**src/tce_pkg.sv**
```systemverilog
package tce_pkg;
  // Register byte offsets
  localparam logic [7:0] ENPOL_OFS = 8'h20;
  localparam logic [7:0] CNT_OFS   = 8'h24;
  // Field positions inside the enable register, channel n at 4*n
  localparam int EN_POS    = 0;
  localparam int MPOL_POS  = 1;
  localparam int CPOL_POS  = 3;
  localparam int CH_STRIDE = 4;
  // Writable bits of the enable register: 15,13,12,11,9,8,7,5,4,3,1,0
  localparam logic [31:0] ENPOL_WMASK = 32'h0000_BBBB;
  localparam logic [31:0] ENPOL_RST   = 32'h0000_0000;
  localparam logic [15:0] CNT_RST     = 16'h0000;
  localparam logic [2:0]  PSC_RST     = 3'h0;
  // Capture prescaler ratio codes
  localparam logic [1:0] PSC_DIV1 = 2'h0;
  localparam logic [1:0] PSC_DIV2 = 2'h1;
  localparam logic [1:0] PSC_DIV4 = 2'h2;
  localparam logic [1:0] PSC_DIV8 = 2'h3;
  // Input edge sense from {compl, main} polarity
  typedef enum logic [1:0] {
    TCE_SENSE_RISE,
    TCE_SENSE_FALL,
    TCE_SENSE_RSVD,
    TCE_SENSE_BOTH
  } tce_sense_e;
endpackage

```
**src/tce_capture_psc.sv**
```systemverilog
// Capture prescaler: passes one edge in 1, 2, 4 or 8
module tce_capture_psc (
  input  wire logic       mclk,
  input  wire logic       reset_n,
  input  wire logic       enable,
  input  wire logic [1:0] ratio,
  input  wire logic       edge_in,
  output logic            capture
);
  logic [2:0] cnt_r;
  logic [2:0] cnt_nxt;
  logic [2:0] last;

  // Terminal count for the selected ratio
  assign last = (ratio == tce_pkg::PSC_DIV1) ? 3'h0 :
                (ratio == tce_pkg::PSC_DIV2) ? 3'h1 :
                (ratio == tce_pkg::PSC_DIV4) ? 3'h3 : 3'h7;
  assign capture = enable & edge_in & (cnt_r >= last);
  assign cnt_nxt = !enable ? tce_pkg::PSC_RST :
                   !edge_in ? cnt_r :
                   capture ? tce_pkg::PSC_RST : 3'(cnt_r + 3'h1);

  // Event counter, held in reset while channel disabled
  always_ff @(posedge mclk or negedge reset_n) begin
    if (!reset_n) cnt_r <= tce_pkg::PSC_RST;
    else cnt_r <= cnt_nxt;
  end
endmodule

```
**src/tce_edge_sense.sv**
```systemverilog
// Per-channel input conditioning: synchroniser, polarity, edge detection
module tce_edge_sense (
  input  wire logic       mclk,
  input  wire logic       reset_n,
  input  wire logic       raw_in,
  input  wire logic       main_pol,
  input  wire logic       compl_pol,
  output logic            level_out,
  output logic            edge_out
);
  logic       sync1_r;
  logic       sync2_r;
  logic       prev_r;
  logic [1:0] pair;
  logic       rise;
  logic       fall;

  // Two-stage synchroniser, then one history flop
  always_ff @(posedge mclk or negedge reset_n) begin
    if (!reset_n) begin
      sync1_r <= 1'b0;
      sync2_r <= 1'b0;
      prev_r  <= 1'b0;
    end else begin
      sync1_r <= raw_in;
      sync2_r <= sync1_r;
      prev_r  <= sync2_r;
    end
  end

  // Edge and level selection by polarity pair
  assign pair = {compl_pol, main_pol};
  assign rise = sync2_r & ~prev_r;
  assign fall = ~sync2_r & prev_r;
  assign level_out = (pair == 2'h1) ? ~sync2_r : sync2_r;
  assign edge_out  = (pair == 2'h0) ? rise :
                     (pair == 2'h1) ? fall :
                     (pair == 2'h3) ? (rise | fall) :
                     1'b0;                                // Reserved pair, no edges
endmodule

```
**src/tce_top.sv**
```systemverilog
// Notes on behaviour
// - Output channel drives pin only when enabled
// - Disabled output forced 0, enable low
// - Capture into register only while enabled
// - Main polarity 0 high, 1 low
// - Complementary polarity 0 high, 1 low
// - Pair 00: rising edges, uninverted level
// - Pair 01: falling edges, inverted level
// - Pair 11: both edges, uninverted level
// - Channel 2..4 enables at bits 4,8,12
// - Channel polarities at 5,9,13 and 7,11,15
// - Reserved enable bits reset and read zero
// - Counter readable and writable, resets zero
// - Prescaler held reset while channel disabled
module tce_top #(
  parameter int NCH = 4,
  parameter int CW  = 16
) (
  input  wire logic             mclk,
  input  wire logic             reset_n,
  input  wire logic [7:0]       reg_addr,
  input  wire logic [31:0]      reg_wdata,
  input  wire logic             reg_wr,
  input  wire logic             reg_rd,
  output logic [31:0]           reg_rdata,
  input  wire logic             cnt_tick,
  input  wire logic             cnt_run,
  input  wire logic [NCH-1:0]   ch_is_input,
  input  wire logic [NCH*2-1:0] capture_ratio,
  input  wire logic [NCH-1:0]   channel_reference_wave,
  input  wire logic [NCH-1:0]   filtered_input_pin,
  output logic [NCH-1:0]        channel_output,
  output logic [NCH-1:0]        channel_output_enable,
  output logic                  ch1_complementary_output,
  output logic [NCH-1:0]        input_level,
  output logic [NCH-1:0]        input_edge,
  output logic [NCH-1:0]        capture_event,
  output logic [NCH*CW-1:0]     capture_value
);
  logic [31:0]       enpol_r;
  logic [CW-1:0]     cnt_r;
  logic [CW-1:0]     cnt_nxt;
  logic [31:0]       rdata_r;
  logic [31:0]       rdata_nxt;
  logic [NCH-1:0]    enable;
  logic [NCH-1:0]    main_pol;
  logic [NCH-1:0]    compl_pol;
  logic [NCH-1:0]    out_nxt;
  logic [NCH-1:0]    oe_nxt;
  logic [NCH-1:0]    out_r;
  logic [NCH-1:0]    oe_r;
  logic              compl_r;
  logic              wr_enpol;
  logic              wr_cnt;
  logic              rd_enpol;
  logic              rd_cnt;

  // Address decode
  assign wr_enpol = reg_wr & (reg_addr == tce_pkg::ENPOL_OFS);
  assign wr_cnt   = reg_wr & (reg_addr == tce_pkg::CNT_OFS);
  assign rd_enpol = reg_rd & (reg_addr == tce_pkg::ENPOL_OFS);
  assign rd_cnt   = reg_rd & (reg_addr == tce_pkg::CNT_OFS);

  // Field extraction per channel
  genvar g;
  generate
    for (g = 0; g < NCH; g++) begin : g_fld
      assign enable[g]    = enpol_r[g*tce_pkg::CH_STRIDE + tce_pkg::EN_POS];
      assign main_pol[g]  = enpol_r[g*tce_pkg::CH_STRIDE + tce_pkg::MPOL_POS];
      assign compl_pol[g] = enpol_r[g*tce_pkg::CH_STRIDE + tce_pkg::CPOL_POS];
    end
  endgenerate

  // Enable and polarity register, reserved bits masked out
  always_ff @(posedge mclk or negedge reset_n) begin
    if (!reset_n) enpol_r <= tce_pkg::ENPOL_RST;
    else if (wr_enpol) enpol_r <= reg_wdata & tce_pkg::ENPOL_WMASK;
  end

  // Counter: a write is taken now and counting resumes from it
  assign cnt_nxt = wr_cnt ? reg_wdata[CW-1:0] :
                   (cnt_tick & cnt_run) ? CW'(cnt_r + 1'b1) : cnt_r;

  always_ff @(posedge mclk or negedge reset_n) begin
    if (!reset_n) cnt_r <= tce_pkg::CNT_RST;
    else cnt_r <= cnt_nxt;
  end

  // Read mux, unmapped addresses read zero
  assign rdata_nxt = rd_enpol ? enpol_r :
                     rd_cnt ? {{(32-CW){1'b0}}, cnt_r} : 32'h0000_0000;

  always_ff @(posedge mclk or negedge reset_n) begin
    if (!reset_n) rdata_r <= 32'h0000_0000;
    else rdata_r <= rdata_nxt;
  end
  assign reg_rdata = rdata_r;

  // Output stage: gate and invert the reference waveform
  assign out_nxt = enable & ~ch_is_input & (channel_reference_wave ^ main_pol);
  assign oe_nxt  = enable & ~ch_is_input;

  always_ff @(posedge mclk or negedge reset_n) begin
    if (!reset_n) begin
      out_r   <= '0;
      oe_r    <= '0;
      compl_r <= 1'b0;
    end else begin
      out_r   <= out_nxt;
      oe_r    <= oe_nxt;
      compl_r <= enable[0] & ~ch_is_input[0] & (~channel_reference_wave[0] ^ compl_pol[0]);
    end
  end
  assign channel_output           = out_r;
  assign channel_output_enable    = oe_r;
  assign ch1_complementary_output = compl_r;

  // Input path per channel: condition, prescale, capture
  generate
    for (g = 0; g < NCH; g++) begin : g_ch
      logic          edge_w;
      logic          cap_w;
      logic [CW-1:0] cap_ch_r;

      tce_edge_sense u_sense (
        .mclk      (mclk),
        .reset_n   (reset_n),
        .raw_in    (filtered_input_pin[g]),
        .main_pol  (main_pol[g]),
        .compl_pol (compl_pol[g]),
        .level_out (input_level[g]),
        .edge_out  (edge_w)
      );

      tce_capture_psc u_psc (
        .mclk    (mclk),
        .reset_n (reset_n),
        .enable  (enable[g] & ch_is_input[g]),
        .ratio   (capture_ratio[g*2 +: 2]),
        .edge_in (edge_w),
        .capture (cap_w)
      );

      assign input_edge[g]    = edge_w;
      assign capture_event[g] = cap_w;

      // Counter snapshot, only while capture is enabled; one register per channel
      always_ff @(posedge mclk or negedge reset_n) begin
        if (!reset_n) cap_ch_r <= tce_pkg::CNT_RST;
        else if (cap_w) cap_ch_r <= cnt_r;
      end
      assign capture_value[g*CW +: CW] = cap_ch_r;
    end
  endgenerate
endmodule

```
**config.mk**
```make
export PLATFORM = sky130hd
export DESIGN_NAME = tce_top
export DESIGN_NICKNAME = d
export VERILOG_FILES = /design/src/tce_pkg.sv /design/src/tce_capture_psc.sv /design/src/tce_edge_sense.sv /design/src/tce_top.sv
export SDC_FILE = /design/constraint.sdc
export NUM_CORES = 1
export LEC_CHECK = 0
export BUFFER_PORTS_ARGS = -buffer_cell sky130_fd_sc_hd__buf_4
export CORE_UTILIZATION = 40
export CTS_BUF_LIST = sky130_fd_sc_hd__clkbuf_4 sky130_fd_sc_hd__clkbuf_8 sky130_fd_sc_hd__clkbuf_16
export DETAILED_ROUTE_END_ITERATION = 7
export MAX_ROUTING_LAYER = met4
export SYNTH_ARGS = -nofsm -noshare
export SYNTH_HDL_FRONTEND = slang
export SYNTH_SLANG_ARGS = --single-unit
```
**constraint.sdc**
```tcl
create_clock -name mclk -period 7.69 [get_ports mclk]
set_clock_uncertainty 0.1 [all_clocks]
set_input_delay 1.538 -clock mclk [delete_from_list [all_inputs] [get_ports mclk]]
set_output_delay 1.538 -clock mclk [all_outputs]
set_load 0.05 [all_outputs]
```
# After elaboration in Yosys (flattened, before gate mapping)
# Cells that the tools add are included.
[totals]
in_bits = 66
out_inout_bits = 117
elab_cells = 156
regBits = 141
[classes]
n_addsub = 5
bitwise = 46
n_mux = 44
n_lt_le_gt_ge = 4
n_reduce_logical = 9
n_eq_ne = 22
[op_table]
columns = ["operator", "count"]
rows = [
  ["$mux 3", 24],
  ["$mux 16", 4],
  ["$and 1x1->1", 27],
  ["$add 16x1->16 const B", 1],
  ["$eq 2x1->1 const B", 8],
  ["$eq 2x2->1 const B", 8],
  ["$eq 8x6->1 const B", 2],
  ["$logic_not 2->1", 8],
  ["$mux 1", 16],
  ["$add 3x1->3 const B", 4],
  ["$ge 3x3->1", 4],
  ["$not 1->1", 10],
  ["$and 4x4->4", 2],
  ["$ne 2x2->1 const B", 4],
  ["$not 4->4", 1],
  ["$or 1x1->1", 4],
  ["$xor 4x4->4", 1],
  ["$reduce_bool 2->1", 1],
  ["$xor 1x1->1", 1],
]

# Depth between registers and ports, before layout
[logic_depth]
ltp_word = 11
depth_mapped = 10
mapped_depth_nobuf = 8

# Cells and area by module
# A second synthesis with hierarchy kept.
[unflattened]
cells_unflattened = 524
hier_area_um2 = 6491.2
[modules_own_cells]
columns = ["mod", "seq_area_each_um2", "cells_per_inst", "area_each_um2", "n_inst"]
rows = [
  ["tce_top", 2927.8, 360, 4859.7, 1],
  ["tce_capture_psc", 75.1, 28, 256.5, 4],
  ["tce_edge_sense", 75.1, 13, 151.4, 4],
]

# Least setup slack after synthesis
# No wires, ideal clock.
[synth_timing]
path_kind = "input to output"
startpoint = "in capture_ratio[3]"
endpoint = "out capture_event[1]"
path_slack_ns = 2.918
cell_stages = 8
n_path_buf = 2
arrival_ns = 3.134
required_time_ns = 6.052
cell_sequence = "or2_2 > ha_1 > nand2b_1 > a21o_1 > a21oi_1 > nor3_4 > buf_4 > buf_4"
[synth_between]
elab_chain_cells = 6
elab_cells_between_ends = 8
cone_classes = "1 x order compare; 2 x eq/ne; 3 x mux; 1 x bitwise; 1 x reduce/logical"
[synth_lines]
columns = ["element", "line", "rtl"]
rows = [
  ["start: declaration", "tce_top.sv:29", "input wire logic [NCH*2-1:0] capture_ratio,"],
  ["$eq 2x2->1", "tce_capture_psc.sv:17", "(ratio == tce_pkg::PSC_DIV4) ? 3'h3 : 3'h7;"],
  ["$mux 3", "tce_capture_psc.sv:17", ""],
  ["$mux 3", "tce_capture_psc.sv:16", "(ratio == tce_pkg::PSC_DIV2) ? 3'h1 :"],
  ["$mux 3 (*)", "tce_capture_psc.sv:15", "assign last = (ratio == tce_pkg::PSC_DIV1) ? 3'h0 :"],
  ["$ge 3x3->1 (*)", "tce_capture_psc.sv:18", "assign capture = enable & edge_in & (cnt_r >= last);"],
  ["$and 1x1->1 (*)", "tce_capture_psc.sv:18", ""],
  ["end: declaration", "tce_top.sv:37", "output logic [NCH-1:0] capture_event,"],
]
# Mark *: on every way between the ends. The rest lies on a longest branch, timed or not.

# Worst setup path in the final report
[layout_timing]
startpoint = "in capture_ratio[5]"
endpoint = "out capture_event[2]"
# Same word-level chain as after synthesis.

==> flow_metrics.tcl <==
set metrics [dict create \
    cp.arrival_ns 3.52 \
    globalplace.congestion 0.777 \
    status "finished clean" \
    timing.fmax_ghz 0.194 \
    cp.required_ns 6.05 \
    dpl_cell_area_um2 7630 \
    cts_buffers 17 \
    grt_overflow 0 \
    cts_buffer_depth 2 \
    end_kind "output port" \
    synth_flop_cell "dfrtp_1" \
    cellPowerDensity_nw_per_um2 226 \
    ys_seq_area_frac 0.545 \
    final_area_um2 8220 \
    synth_common_cells "dfrtp_1 (141), mux2_2 (48), nor2_1 (35)" \
    grt_pass1_wl_um 22900 \
    synthCells 518 \
    port_buffers 150 \
    r2r_slack_ns 5.36 \
    grt_usage 0.191 \
    drive_above_1_share 0.377 \
    tritoncts "yes" \
    viasPerCell 4.84 \
    clock_latency_ns 0.42 \
    die_h_um 129 \
    synth.distinct_cells 42 \
    reg2reg_to "g_ch[2].cap_ch_r[11]$_DFFE_PN0P_" \
    synth_most_common_cell "dfrtp_1" \
    hpwl_um 10300 \
    drt_pass1_iterations 4 \
    async_reset_ff_frac 1.00 \
    htreeDepth 4 \
    cts_setup_buffers 0 \
    clk_pin_slew_worst_paths_ns 0.05 \
    route.vias.total 4280 \
    synth-seq-cells 141 \
    critPathLaunch "capture_ratio[5]" \
    grt_max_degree 84 \
    row_count 46 \
    cts.sink_count 141 \
    slew_headroom 0.484 \
    core_area_um2 15800 \
    tightestPinTransition_ns 0.774 \
    fin_crit_sh 0.671 \
    die-area_um2 16700 \
    antenna_left 0 \
    synth.area.top_cells "dfrtp_1 (54%), mux2_2 (8.3%), mux2_1 (5.6%), ha_1 (4.8%), buf_4 (3.8%)" \
    synth_edf_count 0 \
    die_w_um 129 \
    crit_end "capture_event[2]" \
    fin_crit_ns 5.16 \
    worstSetupStartpointType "input port" \
    routed_wl_um 14500 \
    post_cts_resize_count 0 \
    cts_hold_buf 0 \
    synth_area_um2 6470 \
    clockRootBuffer "clkbuf_16" \
    p_leak_nw 4.39 \
    cp_max_fo 17 \
    drv_slew 0 \
    crit-reg2reg-launch "g_ch[2].u_psc.cnt_r[1]$_DFFE_PN0P_" \
    maxCapViolCount 0 \
    ios 183 \
    setup_viol 0 \
    max-vdd-ir-drop_uv 165 \
    avgSynthCellArea_um2 12.5 \
    area_growth_pct 26.9 \
    wire_per_inst_um 16.4 \
    ff2ff_path_depth 5 \
    nNetsFinal 749 \
    yosys_warnings 0 \
    yosys.area.top_type_share 0.545 \
    fin_tns_setup_ns 0 \
    crit_type "in2out" \
    start_util 0.409 \
    drcViolationCount 0 \
    hold_path.class "reg2reg" \
    n_antenna_cell 0 \
    grt_pass1_vias 4384 \
    rsz0062_at_grt "false" \
    drt_iter0_markers 116 \
    antenna_found_initial 0 \
    finalHoldViolations 0 \
    synth_top_area_cell "dfrtp_1" \
]
flip-flops by register name (all words and copies together) (netlist names), 4 cells and up:
name                   flops
g_ch.u_sense.sync1_r       4
channel_output_enable      4
g_ch.cap_ch_r             64
reg_rdata                 16
channel_output             4
cnt_r                     16
g_ch.u_sense.prev_r        4
enpol_r                   12
g_ch.u_sense.sync2_r       4
g_ch.u_psc.cnt_r          12
how the worst min path moves through the flow:
stage | slack, ns | cells after the start | to | from
2_1_floorplan | 0.23 | 0 | g_ch[0].u_sense.sync2_r$_DFF_PN0_ | g_ch[0].u_sense.sync1_r$_DFF_PN0_
3_3_place_gp | 0.24 | 0 | g_ch[0].u_sense.sync2_r$_DFF_PN0_ | g_ch[0].u_sense.sync1_r$_DFF_PN0_
3_5_place_dp | 0.24 | 0 | g_ch[0].u_sense.sync2_r$_DFF_PN0_ | g_ch[0].u_sense.sync1_r$_DFF_PN0_
4_1_cts | 0.25 | 0 | g_ch[2].u_sense.sync2_r$_DFF_PN0_ | g_ch[2].u_sense.sync1_r$_DFF_PN0_
5_1_grt | 0.26 | 0 | g_ch[1].u_sense.sync2_r$_DFF_PN0_ | g_ch[1].u_sense.sync1_r$_DFF_PN0_
6_report | 0.25 | 0 | g_ch[2].u_sense.sync2_r$_DFF_PN0_ | g_ch[2].u_sense.sync1_r$_DFF_PN0_
critical path, stage by stage:
cell and delay [ns]:
buf_4 0.12, or2_2 0.29, ha_1 0.28, o21ai_0 0.10
a21oi_1 0.38, nand4_4 0.44, inv_1 0.15, buf_4 0.21
cell usage in the layout, fill, tap and decap left out, types with 3 or more instances in the layout:
| cell | n |
|---|---|
| bufinv_16 | 3 |
| xnor2_1 | 14 |
| and2_1 | 7 |
| a22o_1 | 16 |
| mux2i_1 | 5 |
| mux2_2 | 48 |
| nor3_1 | 5 |
| clkbuf_4 | 4 |
| conb_1 | 16 |
| nand4_1 | 3 |
| dfrtp_1 | 141 |
| clkbuf_16 | 17 |
| nand2b_1 | 8 |
| a22oi_2 | 3 |
| nand3_1 | 5 |
| nand4_4 | 3 |
| a211o_1 | 3 |
| inv_1 | 30 |
| a21oi_1 | 21 |
| nor2_1 | 35 |
| nor4_1 | 6 |
| and3_1 | 3 |
| mux2_1 | 32 |
| ha_1 | 25 |
| nand2_1 | 17 |
| xor2_1 | 10 |
| nor2b_1 | 7 |
| inv_2 | 3 |
| o21ai_0 | 3 |
| clkinv_2 | 4 |
| or2_2 | 5 |
| buf_4 | 152 |
cell families after synthesis:
| family | Yosys count | synth area share |
|---|---|---|
| and+or+nand+nor | 113 | 0.102 |
| muxes | 85 | 0.147 |
| buffers and inverters | 80 | 0.0688 |
| AOI/OAI and AO/OA | 49 | 0.0560 |
| DFF | 141 | 0.545 |
| other | 1 | 0.000579 |
| xor gates and xnor gates | 24 | 0.0325 |
| adders and majority gates | 25 | 0.0483 |
metal layers:
layer	part of all wire	global-route usage	vias to the layer above
met5	0	-	-
met4	0.018	0.0782	0
met3	0.063	0.0545	19
met2	0.47	0.299	127
met1	0.44	0.233	2121
li1	-	-	2013
stage by stage:
stage	setup WS, ns	util	hold WS (ns)	std cells	total power [mW]
after floorplan	2.92	-	0.231	533	0.975
after global placement	2.58	0.482	0.235	855	1.05
after detailed placement	2.52	0.482	0.236	855	1.06
after CTS	2.52	0.519	0.250	885	1.88
after global routing	2.38	0.519	0.255	885	1.94
final	2.53	0.519	0.248	885	1.86
cell type report:
class / count / area [µm²]
multi-input combinational: 312 / 2560
fill: 1407 / 7610
sequential: 141 / 3530
clock inverter: 8 / 118
clock buffer: 22 / 469
timing repair buffer: 153 / 1150
inverter: 33 / 124
tap: 216 / 270
report_power, final:
| group | internal (mW) | switching (mW) |
|---|---|---|
| sequential | 0.776 | 0.0682 |
| clock | 0.526 | 0.290 |
| combinational | 0.0754 | 0.119 |
| total | 1.38 | 0.478 |
Note: power is estimated with default switching activity, not from simulation.
